$ cat src/logic/timer8_pkg.sv
// constants and types shared by the 8-bit waveform timer
`default_nettype none
package timer8_pkg;
   ////////////////////////////////////////////////////////////////////////
   // register bus
   localparam int unsigned ADDR_W = 8;
   localparam logic [7:0] OFF_CTRL = 8'h00;
   localparam logic [7:0] OFF_COUNT = 8'h04;
   localparam logic [7:0] OFF_COMPARE = 8'h08;
   localparam logic [7:0] OFF_FLAGS = 8'h0C;
   localparam logic [1:0] RESP_OKAY = 2'h0;
   localparam logic [1:0] RESP_SLVERR = 2'h2;
   ////////////////////////////////////////////////////////////////////////
   // control word and flag register fields
   localparam int unsigned CS_LSB = 0;
   localparam int unsigned COM_LSB = 3;
   localparam int unsigned WGM_LSB = 5;
   localparam int unsigned FORCE_BIT = 7;
   localparam int unsigned FLAG_CMP_BIT = 0;
   localparam int unsigned FLAG_OVF_BIT = 1;
   ////////////////////////////////////////////////////////////////////////
   // counter values
   localparam logic [7:0] CNT_BOTTOM = 8'h00;
   localparam logic [7:0] CNT_ONE = 8'h01;
   localparam logic [7:0] CNT_MAX = 8'hFF;
   localparam logic [7:0] CNT_BELOW_MAX = 8'hFE;
   ////////////////////////////////////////////////////////////////////////
   // waveform and output modes
   localparam logic [1:0] WGM_NORMAL = 2'h0;
   localparam logic [1:0] WGM_PHASE = 2'h1;
   localparam logic [1:0] WGM_CTC = 2'h2;
   localparam logic [1:0] WGM_FAST = 2'h3;
   localparam logic [1:0] COM_OFF = 2'h0;
   localparam logic [1:0] COM_TOGGLE = 2'h1;
   localparam logic [1:0] COM_CLEAR = 2'h2;
   localparam logic [1:0] COM_SET = 2'h3;
   ////////////////////////////////////////////////////////////////////////
   // clock select and prescale masks (divide by 1, 8, 64, 256, 1024)
   localparam logic [2:0] CS_STOP = 3'h0;
   localparam logic [2:0] CS_DIV1 = 3'h1;
   localparam logic [2:0] CS_DIV8 = 3'h2;
   localparam logic [2:0] CS_DIV64 = 3'h3;
   localparam logic [2:0] CS_DIV256 = 3'h4;
   localparam logic [2:0] CS_DIV1024 = 3'h5;
   localparam logic [2:0] CS_EXT_FALL = 3'h6;
   localparam logic [2:0] CS_EXT_RISE = 3'h7;
   localparam logic [9:0] PS_MASK_8 = 10'h007;
   localparam logic [9:0] PS_MASK_64 = 10'h03F;
   localparam logic [9:0] PS_MASK_256 = 10'h0FF;
   localparam logic [9:0] PS_MASK_1024 = 10'h3FF;
   localparam logic [9:0] PS_STEP = 10'h001;

   typedef enum logic [3:0] {
      MODE_NORMAL = 4'b0001,
      MODE_PHASE = 4'b0010,
      MODE_CTC = 4'b0100,
      MODE_FAST = 4'b1000
   } mode_e;
endpackage
`default_nettype wire

$ cat src/logic/timer8_prescale.sv
// prescaler that turns the clock into a one-cycle timer tick
`default_nettype none
module timer8_prescale
   import timer8_pkg::*;
(
   // clock and reset
   input wire logic clk,
   input wire logic rst_b,
   // control
   input wire logic [2:0] clock_select,
   input wire logic ext_count_pin,
   // tick
   output logic timer_tick
);
   typedef struct packed {
      logic [9:0] div;
      logic pin;
      logic tick;
   } ps_s;

   ps_s s_q;
   ps_s s_d;

   function automatic logic mask_hit(input logic [9:0] v,
                                     input logic [9:0] m);
      return (v & m) == m;
   endfunction

   // free-running divider; all taps share it so changing the rate
   // never waits for a restart
   always_comb begin
      s_d = s_q;
      s_d.div = s_q.div + PS_STEP;
      s_d.pin = ext_count_pin;
      case (clock_select)
         CS_STOP: s_d.tick = 1'b0;
         CS_DIV1: s_d.tick = 1'b1;
         CS_DIV8: s_d.tick = mask_hit(s_q.div, PS_MASK_8);
         CS_DIV64: s_d.tick = mask_hit(s_q.div, PS_MASK_64);
         CS_DIV256: s_d.tick = mask_hit(s_q.div, PS_MASK_256);
         CS_DIV1024: s_d.tick = mask_hit(s_q.div, PS_MASK_1024);
         CS_EXT_FALL: s_d.tick = s_q.pin && !ext_count_pin;
         CS_EXT_RISE: s_d.tick = !s_q.pin && ext_count_pin;
         default: s_d.tick = 1'b0;
      endcase
   end

   always_ff @(posedge clk or negedge rst_b) begin
      if (!rst_b) begin
         s_q <= '0;
      end else begin
         s_q <= s_d;
      end
   end

   assign timer_tick = s_q.tick;
endmodule // timer8_prescale
`default_nettype wire

$ cat src/logic/timer8_waveform.sv
// 8-bit timer with one compare channel, pwm modes, axi4-lite registers
`default_nettype none
module timer8_waveform
   import timer8_pkg::*;
(
   // clock and reset
   input wire logic clk,
   input wire logic rst_b,
   // axi4-lite write address and data
   input wire logic [ADDR_W-1:0] s_axi_awaddr,
   input wire logic s_axi_awvalid,
   output logic s_axi_awready,
   input wire logic [31:0] s_axi_wdata,
   input wire logic [3:0] s_axi_wstrb,
   input wire logic s_axi_wvalid,
   output logic s_axi_wready,
   // axi4-lite write response
   output logic [1:0] s_axi_bresp,
   output logic s_axi_bvalid,
   input wire logic s_axi_bready,
   // axi4-lite read
   input wire logic [ADDR_W-1:0] s_axi_araddr,
   input wire logic s_axi_arvalid,
   output logic s_axi_arready,
   output logic [31:0] s_axi_rdata,
   output logic [1:0] s_axi_rresp,
   output logic s_axi_rvalid,
   input wire logic s_axi_rready,
   // external count pin and waveform pin
   input wire logic ext_count_pin,
   output logic waveform_output,
   output logic waveform_connect
);
   typedef struct packed {
      logic aw_have;
      logic [ADDR_W-1:0] aw_addr;
      logic w_have;
      logic [7:0] w_data;
      logic w_lane0;
      logic bvalid;
      logic [1:0] bresp;
      logic rvalid;
      logic [7:0] rdata;
      logic [1:0] rresp;
      logic [2:0] cs;
      logic [1:0] com;
      logic [1:0] wgm;
      logic [7:0] cnt;
      logic [7:0] ocr;
      logic [7:0] ocr_buf;
      logic dir_up;
      logic block;
      logic cmp_flag;
      logic ovf_flag;
      logic out;
   } state_s;

   localparam state_s STATE_RST = '{dir_up: 1'b1, default: '0};

   state_s s_q;
   state_s s_d;
   logic timer_tick;
   logic match;
   logic wr_go;
   logic wr_ctrl;
   logic wr_cnt;
   logic wr_cmp;
   logic wr_flags;
   logic set_cmp;
   logic set_ovf;
   mode_e mode;

   ////////////////////////////////////////////////////////////////////////
   // helpers
   function automatic mode_e mode_of(input logic [1:0] w);
      case (w)
         WGM_PHASE: return MODE_PHASE;
         WGM_CTC: return MODE_CTC;
         WGM_FAST: return MODE_FAST;
         default: return MODE_NORMAL;
      endcase
   endfunction

   function automatic logic nonpwm_act(input logic o, input logic [1:0] c);
      case (c)
         COM_TOGGLE: return !o;
         COM_CLEAR: return 1'b0;
         COM_SET: return 1'b1;
         default: return o;
      endcase
   endfunction

   function automatic logic is_reg(input logic [ADDR_W-1:0] a,
                                   input logic [7:0] off);
      return a[ADDR_W-1:2] == off[ADDR_W-1:2];
   endfunction

   function automatic logic addr_ok(input logic [ADDR_W-1:0] a);
      return is_reg(a, OFF_CTRL) || is_reg(a, OFF_COUNT) ||
             is_reg(a, OFF_COMPARE) || is_reg(a, OFF_FLAGS);
   endfunction

   ////////////////////////////////////////////////////////////////////////
   // tick source; counting runs on clk with the tick as an enable
   timer8_prescale u_prescale (
      .clk(clk),
      .rst_b(rst_b),
      .clock_select(s_q.cs),
      .ext_count_pin(ext_count_pin),
      .timer_tick(timer_tick)
   );

   assign mode = mode_of(s_q.wgm);
   // a counter write masks the compare on the following tick
   assign match = (s_q.cnt == s_q.ocr) && !s_q.block;
   assign wr_go = s_q.aw_have && s_q.w_have && !s_q.bvalid;
   assign wr_ctrl = wr_go && s_q.w_lane0 && is_reg(s_q.aw_addr, OFF_CTRL);
   assign wr_cnt = wr_go && s_q.w_lane0 && is_reg(s_q.aw_addr, OFF_COUNT);
   assign wr_cmp = wr_go && s_q.w_lane0 && is_reg(s_q.aw_addr, OFF_COMPARE);
   assign wr_flags = wr_go && s_q.w_lane0 && is_reg(s_q.aw_addr, OFF_FLAGS);

   ////////////////////////////////////////////////////////////////////////
   // next state
   always_comb begin
      s_d = s_q;
      set_cmp = 1'b0;
      set_ovf = 1'b0;
      // bus: address and data are taken in either order
      if (s_axi_awvalid && !s_q.aw_have) begin
         s_d.aw_have = 1'b1;
         s_d.aw_addr = s_axi_awaddr;
      end
      if (s_axi_wvalid && !s_q.w_have) begin
         s_d.w_have = 1'b1;
         s_d.w_data = s_axi_wdata[7:0];
         s_d.w_lane0 = s_axi_wstrb[0];
      end
      if (wr_go) begin
         s_d.aw_have = 1'b0;
         s_d.w_have = 1'b0;
         s_d.bvalid = 1'b1;
         s_d.bresp = addr_ok(s_q.aw_addr) ? RESP_OKAY : RESP_SLVERR;
      end
      if (s_q.bvalid && s_axi_bready) begin
         s_d.bvalid = 1'b0;
      end
      if (s_q.rvalid && s_axi_rready) begin
         s_d.rvalid = 1'b0;
      end
      if (s_axi_arvalid && !s_q.rvalid) begin
         s_d.rvalid = 1'b1;
         s_d.rresp = addr_ok(s_axi_araddr) ? RESP_OKAY : RESP_SLVERR;
         s_d.rdata = 8'h00;
         if (is_reg(s_axi_araddr, OFF_CTRL)) begin
            s_d.rdata = {1'b0, s_q.wgm, s_q.com, s_q.cs};
         end else if (is_reg(s_axi_araddr, OFF_COUNT)) begin
            s_d.rdata = s_q.cnt;
         end else if (is_reg(s_axi_araddr, OFF_COMPARE)) begin
            s_d.rdata = s_q.ocr_buf;
         end else if (is_reg(s_axi_araddr, OFF_FLAGS)) begin
            s_d.rdata = {6'h00, s_q.ovf_flag, s_q.cmp_flag};
         end
      end

      // counting, flags and waveform on each tick
      if (timer_tick) begin
         s_d.block = 1'b0;
         if (match) begin
            set_cmp = 1'b1;
         end
         case (mode)
            MODE_NORMAL: begin
               s_d.cnt = s_q.cnt + CNT_ONE;
               set_ovf = (s_q.cnt == CNT_MAX);
               if (match) begin
                  s_d.out = nonpwm_act(s_q.out, s_q.com);
               end
            end
            MODE_CTC: begin
               // top is the live compare value; a top written below
               // the count is missed until the 8-bit wrap
               if (match) begin
                  s_d.cnt = CNT_BOTTOM;
                  s_d.out = nonpwm_act(s_q.out, s_q.com);
               end else begin
                  s_d.cnt = s_q.cnt + CNT_ONE;
               end
               set_ovf = (s_q.cnt == CNT_MAX) && !match;
            end
            MODE_FAST: begin
               s_d.cnt = s_q.cnt + CNT_ONE;
               if (match && !(s_q.ocr == CNT_MAX && s_q.com[1])) begin
                  case (s_q.com)
                     COM_TOGGLE: s_d.out = !s_q.out;
                     COM_CLEAR: s_d.out = 1'b0;
                     COM_SET: s_d.out = 1'b1;
                     default: s_d.out = s_q.out;
                  endcase
               end
               if (s_q.cnt == CNT_MAX) begin
                  set_ovf = 1'b1;
                  s_d.ocr = s_q.ocr_buf;
                  if (s_q.com[1]) begin
                     s_d.out = !s_q.com[0];
                  end
               end
            end
            MODE_PHASE: begin
               if (match && !(s_q.ocr == CNT_MAX && s_q.com[1]) &&
                   s_q.com[1]) begin
                  // up-count match gives com[0], down-count the inverse
                  s_d.out = s_q.dir_up ? s_q.com[0] : !s_q.com[0];
               end
               if (s_q.dir_up) begin
                  if (s_q.cnt == CNT_MAX) begin
                     s_d.dir_up = 1'b0;
                     s_d.cnt = CNT_BELOW_MAX;
                     s_d.ocr = s_q.ocr_buf;
                     if (s_q.com[1]) begin
                        // top level keeps the period symmetric
                        s_d.out = (s_q.ocr_buf == CNT_MAX) ?
                                  !s_q.com[0] : s_q.com[0];
                     end
                  end else begin
                     s_d.cnt = s_q.cnt + CNT_ONE;
                  end
               end else if (s_q.cnt == CNT_ONE || s_q.cnt == CNT_BOTTOM) begin
                  s_d.cnt = CNT_BOTTOM;
                  s_d.dir_up = 1'b1;
                  set_ovf = 1'b1;
               end else begin
                  s_d.cnt = s_q.cnt - CNT_ONE;
               end
            end
            default: s_d.cnt = s_q.cnt;
         endcase
      end

      // software writes; they win over the tick's counter update
      if (wr_ctrl) begin
         s_d.cs = s_q.w_data[CS_LSB +: 3];
         s_d.com = s_q.w_data[COM_LSB +: 2];
         s_d.wgm = s_q.w_data[WGM_LSB +: 2];
         // force strobe: output only, no flag and no clear
         if (s_q.w_data[FORCE_BIT] && !s_q.wgm[0]) begin
            s_d.out = nonpwm_act(s_q.out, s_q.w_data[COM_LSB +: 2]);
         end
      end
      if (wr_cnt) begin
         s_d.cnt = s_q.w_data;
         s_d.block = 1'b1;
      end
      if (wr_cmp) begin
         s_d.ocr_buf = s_q.w_data;
         if (!s_q.wgm[0]) begin
            s_d.ocr = s_q.w_data;
         end
      end
      // write one to clear; a same-cycle hardware set wins
      if (wr_flags) begin
         s_d.cmp_flag = s_q.cmp_flag && !s_q.w_data[FLAG_CMP_BIT];
         s_d.ovf_flag = s_q.ovf_flag && !s_q.w_data[FLAG_OVF_BIT];
      end
      s_d.cmp_flag = s_d.cmp_flag || set_cmp;
      s_d.ovf_flag = s_d.ovf_flag || set_ovf;
   end

   always_ff @(posedge clk or negedge rst_b) begin
      if (!rst_b) begin
         s_q <= STATE_RST;
      end else begin
         s_q <= s_d;
      end
   end

   ////////////////////////////////////////////////////////////////////////
   // outputs
   assign s_axi_awready = !s_q.aw_have;
   assign s_axi_wready = !s_q.w_have;
   assign s_axi_bvalid = s_q.bvalid;
   assign s_axi_bresp = s_q.bresp;
   assign s_axi_arready = !s_q.rvalid;
   assign s_axi_rvalid = s_q.rvalid;
   assign s_axi_rdata = {24'h000000, s_q.rdata};
   assign s_axi_rresp = s_q.rresp;
   assign waveform_output = s_q.out;
   // pin direction stays with the port logic outside
   assign waveform_connect = (s_q.com != COM_OFF);

   logic ctc_go;
   logic fast_top;
   logic pc_top;
   assign ctc_go = timer_tick && mode == MODE_CTC && !wr_cnt && !wr_ctrl;
   assign fast_top = timer_tick && mode == MODE_FAST && !wr_cnt &&
                     !wr_ctrl && s_q.cnt == CNT_MAX;
   assign pc_top = timer_tick && mode == MODE_PHASE && !wr_cnt &&
                   !wr_ctrl && s_q.dir_up && s_q.cnt == CNT_MAX;
endmodule // timer8_waveform
`default_nettype wire

$ cat config.mk
export PLATFORM = sky130hd
export DESIGN_NAME = timer8_waveform
export DESIGN_NICKNAME = d
export VERILOG_FILES = /design/src/logic/timer8_pkg.sv /design/src/logic/timer8_prescale.sv /design/src/logic/timer8_waveform.sv
export SDC_FILE = /design/constraint.sdc
export NUM_CORES = 1
export LEC_CHECK = 0
export ABC_AREA = 1
export ABC_CLOCK_PERIOD_IN_PS = 2200
export BUFFER_PORTS_ARGS = -buffer_cell sky130_fd_sc_hd__buf_2
export CAP_MARGIN = 20
export CORE_UTILIZATION = 47
export DETAILED_ROUTE_END_ITERATION = 12
export PLACE_DENSITY = 0.71
export SLEW_MARGIN = 20
export SYNTH_ARGS = -nofsm -noshare
export SYNTH_HDL_FRONTEND = slang
export SYNTH_HIERARCHICAL = 1
export SYNTH_SLANG_ARGS = --single-unit
export TNS_END_PERCENT = 1
$ cat constraint.sdc
create_clock -name clk -period 2.2 [get_ports clk]
set_input_delay 0.11 -clock clk [delete_from_list [all_inputs] [get_ports clk]]
set_output_delay 0.11 -clock clk [all_outputs]
set_load 0.01 [all_outputs]
After elaboration in Yosys (flattened, before gate mapping)
Index checks and enable logic that the tools add are counted.
{"block": "totals", "word_cells": 179, "regBits": 81, "inputBits": 60, "out_inout_bits": 43}
{"block": "classes", "mux": 56, "n_eq_ne": 36, "reduce_logical": 60, "addsub": 3}
{"cell": "$mux W8", "n": 11}
{"cell": "$eq A8 B8 Y1 const B", "n": 4}
{"cell": "$mux W16", "n": 2}
{"cell": "$mux W1", "n": 27}
{"cell": "$eq A6 B2 Y1 const B", "n": 4}
{"cell": "$pmux W8 S3", "n": 1}
{"cell": "$logic_and A1 B1 Y1", "n": 22}
{"cell": "$pmux W8 S2", "n": 1}
{"cell": "$eq A3 B3 Y1 const B", "n": 5}
{"cell": "$logic_not A1 Y1", "n": 14}
{"cell": "$eq A2 B2 Y1 const B", "n": 6}
{"cell": "$eq A6 B1 Y1 const B", "n": 2}
{"cell": "$logic_not A6 Y1", "n": 2}
{"cell": "$pmux W4 S3", "n": 1}
{"cell": "$reduce_bool A2 Y1", "n": 6}
{"cell": "$mux W11", "n": 1}
{"cell": "$add A10 B1 Y10 const B", "n": 1}
{"cell": "$eq A10 B10 Y1 const B", "n": 1}
{"cell": "$mux W10", "n": 1}
{"cell": "$logic_or A1 B1 Y1", "n": 9}
{"cell": "$mux W9", "n": 1}
{"cell": "$pmux W1 S3", "n": 3}
{"cell": "$add A8 B1 Y8 const B", "n": 1}
{"cell": "$eq A8 B1 Y1 const B", "n": 1}
{"cell": "20 further kinds", "n": 28}

Longest topological paths before layout
{"block": "logic_depth", "ltp_word": 13, "mapped_depth": 15, "ltp_nobuf": 14}

Cells and area by module
Netlist, hierarchy kept.
{"module": "timer8_waveform", "seq_area_each_um2": 1627.8, "cells_per_inst": 552, "area_per_inst_um2": 4171.5, "n_inst": 1}
{"module": "timer8_prescale", "seq_area_each_um2": 300.3, "cells_per_inst": 58, "area_per_inst_um2": 561.8, "n_inst": 1}

Least setup slack after synthesis
Ideal clock, no wire load.
{"block": "synth_timing", "path_kind": "register to register", "startpoint": "reg s_q[21] (netlist bit)", "endpoint": "reg s_q[17] (netlist bit)", "path_buffers": 2, "stages_incl_launch_ff": 13, "setup_time_ps": 119, "period_less_slack_ps": 1716, "arrival_ps": 1597, "setup_slack_ps": 484, "required_ps": 2081, "cell_sequence": "dfrtp_1 ha_1 nand2_1 nor2_1 nand2_1 nor2_4 nand3_2 buf_6 buf_6 o21ai_1 a21oi_1 o22ai_1 inv_1"}
{"element": "start, declared", "line": "timer8_waveform.sv:60", "rtl": "state_s s_q;"}
{"element": "start signal, assigned", "line": "timer8_waveform.sv:270", "rtl": "s_q <= STATE_RST;"}
{"element": "start signal, assigned", "line": "timer8_waveform.sv:272", "rtl": "s_q <= s_d;"}

==> impl_metrics.json <==
{
  "drt_iter0_markers": 327,
  "fin_crit_sh": 0.917,
  "yosysMostFrequentCell": "nand2_1",
  "via_per_inst": 5.25,
  "syn_avg_cell_area_um2": 7.76,
  "die-area_um2": 10500,
  "power.share.switching": 0.459,
  "leakagePower_uw": 0.00260,
  "holdCritStartpoint": "s_axi_awaddr[2]",
  "status": "finished, final reports clean",
  "clkTransAtPathRegs_ps": 90,
  "vias": 4234,
  "rsz0062_at_grt": "no",
  "hpwl_um": 8790,
  "fmax_ghz": 0.496,
  "drive_gt1_frac": 0.178,
  "place.gp.congestion": 0.934,
  "critPathBufInv": 2,
  "p_int_uw": 3060,
  "synth_edf_count": 0,
  "cts_sinks": 77,
  "antenna_left": 0,
  "grt_antenna_before_repair": 0,
  "finalMaxSlewViolations": 0,
  "whs_path_depth": 3,
  "first_pass_iters": 5,
  "dieWidth_um": 102,
  "synth_top_area_share": 0.402,
  "pwr-share-comb": 0.406,
  "hold_path_class": "input port to flip-flop",
  "clk_latency_ps": 360,
  "fin_worst_skew_ps": 14.1,
  "endpoint_kind": "flip-flop",
  "htree_levels": 3,
  "grt_usage": 0.245,
  "worst_slack_ps": 184,
  "cts_buffer_depth": 2,
  "wl_per_cell_um": 14.6,
  "path_class": "flip-flop to flip-flop",
  "die_y_um": 102,
  "critPathMaxFanout": 7,
  "io_buffers": 45,
  "worstReg2RegStart": "s_q[30]$_DFFE_PN0P_",
  "synth_flop_cell": "dfrtp_1",
  "ys_types": 44,
  "ys_ff_latch": 77,
  "root_buffer": "clkbuf_8",
  "critPathLaunchType": "flip-flop",
  "regArea_um2": 1930,
  "routed_wl_um": 11800,
  "grt_max_degree": 78,
  "synthTopCellsByArea": "dfrtp_1 40%, nand2_1 9.6%, buf_4 6.0%",
  "yosysTopAreaCell": "dfrtp_1",
  "setup_tns_ps": 0,
  "whs_ps": 9.43,
  "power_density_nw_per_um2": 1060,
  "synth_commonest_cells": "121 x nand2_1, 76 x dfrtp_1, 74 x inv_1",
  "worstPathArrival_ps": 2320,
  "core_area_um2": 9770,
  "r2r_slack_ps": 180,
  "ys.warnings.count": 6,
  "finalCriticalPeriod_ps": 2020,
  "start_util": 0.484,
  "drc": 0,
  "ff2ff_path_depth": 8,
  "numCtsBuffers": 9,
  "cts_setup_buffers": 0,
  "dp_slack_ps": 225,
  "p_sw_uw": 2590,
  "max_slew_margin": 0.580,
  "syn_to_final_growth_pct": 12.2,
  "nets": 737,
  "finalSetupViolations": 0,
  "multi_input_area_um2": 2230,
  "grt_first_pass_wirelength_um": 19400,
  "io_pins": 103,
  "tightestPinTransition_ps": 625,
  "required_ps": 2510,
  "num_rows": 36,
  "share_seq_of_total_power": 0.408,
  "grt_pass1_vias": 4050,
  "cp_slowest_cell": "dfrtp_1",
  "peakVddDrop_v": 0.000672,
  "fillCellCount": 923,
  "synthCells": 610,
  "async_flop_share": 1.00,
  "grt_overflow": 0,
  "syn_area_um2": 4730,
  "drv_cap": 0,
  "r2r-end": "s_q[14]$_DFF_PN0_",
  "finalHoldViolations": 0,
  "seq_area_frac_synth": 0.407,
  "clockPowerShare": 0.186,
  "crit_family": "compound AO/OA/AOI/OAI gates",
  "cts_tree": "built",
  "cp_slowest_stage_delay_ps": 420,
  "holdPathEnd": "s_q[62]$_DFFE_PN0P_",
  "n_antenna_cell": 0,
  "cp_cell_sequence": "inv_1 > ha_1 > a21oi_1 > nor2_1 > o21ai_0 > a21oi_1 > o22ai_1 > inv_1"
}
==> cell usage in the layout, fill, tap and decap left out, types with 3 or more instances in the layout <==
cell type / synthesis / layout
xor2_1: 10 / 10
dfrtp_1: 76 / 75
buf_2: 2 / 44
a31oi_1: 3 / 3
nand3_1: 21 / 21
xnor2_1: 3 / 3
dlygate4sd3_1: 0 / 17
inv_2: 15 / 15
conb_1: 1 / 26
ha_1: 9 / 9
nand3_2: 4 / 4
nor2_1: 41 / 41
a21oi_1: 32 / 32
clkbuf_8: 0 / 9
mux2_2: 5 / 5
nand2_2: 6 / 7
buf_4: 38 / 7
o21ai_1: 16 / 16
nor3_1: 9 / 9
inv_6: 0 / 3
nor2_4: 4 / 4
inv_1: 74 / 74
nand2_1: 121 / 120
nor2_2: 5 / 5
o211ai_1: 9 / 9
o22ai_1: 13 / 13
nand4_1: 10 / 10
o21ai_0: 55 / 55
==> through the flow <==
| stage | cells | util | instance area [µm²] | power [µW] |
|---|---|---|---|---|
| final | 806 | 0.544 | 5310 | 5650 |
| after global placement | 773 | 0.506 | 4950 | 4480 |
| after floorplan | 635 | - | 4830 | 3900 |
| after CTS | 806 | 0.543 | 5310 | 5640 |
| after global routing | 806 | 0.544 | 5310 | 6090 |
| after detailed placement | 773 | 0.506 | 4950 | 4550 |
==> worst max path at each step <==
stage | endpoint | from | cells past startpoint | slack [ps]
CTS | s_q[27]$_DFFE_PN0P_ | s_q[22]$_DFFE_PN0P_ | 11 | 200
global route | waveform_output$_DFFE_PN0P_ | s_q[21]$_DFFE_PN0P_ | 14 | 5
floorplan | s_q[17]$_DFF_PN0_ | s_q[21]$_DFFE_PN0P_ | 12 | 480
global placement | s_q[27]$_DFFE_PN0P_ | s_q[22]$_DFFE_PN0P_ | 11 | 240
detailed placement | s_q[27]$_DFFE_PN0P_ | s_q[22]$_DFFE_PN0P_ | 11 | 220
finish | s_q[14]$_DFF_PN0_ | s_q[30]$_DFFE_PN0P_ | 8 | 180
==> cell families (layout without fill, tap and decap cells) <==
| group | after synthesis | in the layout | share of synthesized area |
|---|---|---|---|
| fa+ha+maj | 9 | 9 | 0.0238 |
| compound gates | 141 | 141 | 0.168 |
| buf+inv | 137 | 175 | 0.142 |
| simple gates | 227 | 227 | 0.221 |
| flops | 77 | 77 | 0.407 |
| mux | 5 | 5 | 0.0119 |
| xor+xnor | 13 | 13 | 0.0241 |
| other cells | 1 | 26 | 0.000792 |
==> flip-flops by register name (all words and copies together) (netlist names) <==
name,flops
u_prescale/s_q,11
u_prescale/timer_tick,1
s_axi_rvalid,1
waveform_output,1
s_axi_bresp,1
s_axi_bvalid,1
s_axi_rresp,1
s_q,52
s_axi_rdata,8
==> repair_timing <==
action	CTS	global route
gates resized for setup	0	2
setup endpoints to repair	0	3
hold endpoints to repair	92	0
hold buffers	17	0
==> area by class of cell <==
type | count | area share
inverters | 90 | 0.0636
flip-flops and latches | 77 | 0.363
multi-input cells | 421 | 0.419
clock inverters | 7 | 0.0122
repair buffers | 69 | 0.0871
well taps | 133 | 0.0313
clock buffers | 9 | 0.0233
==> per-layer routing <==
layer	wire length, µm	part of all wire	global-route usage
met4	440	0.037	0.132
met1	4970	0.42	0.316
met5	0	0	0
met3	780	0.066	0.0513
met2	5600	0.47	0.387
==> power groups by stage <==
stage          Combinational, µW  Clock (µW)  Sequential (µW)
5_1_grt                     2600        1140             2360
3_5_place_dp                2240           0             2320
3_3_place_gp                2180           0             2300
6_report                    2290        1050             2300
4_1_cts                     2270        1090             2290
2_1_floorplan               1760           0             2140
==> worst register-to-register path: cells and delay by family, from the launching register on <==
| family | cells | cell delay [ps] |
|---|---|---|
| buffers and inverters | 2 | 240 |
| adders and majority gates | 1 | 370 |
| DFF | 1 | 420 |
| AOI/OAI and AO/OA | 4 | 550 |
| and+or+nand+nor | 1 | 400 |
Note: power is estimated with default switching activity, not from simulation.
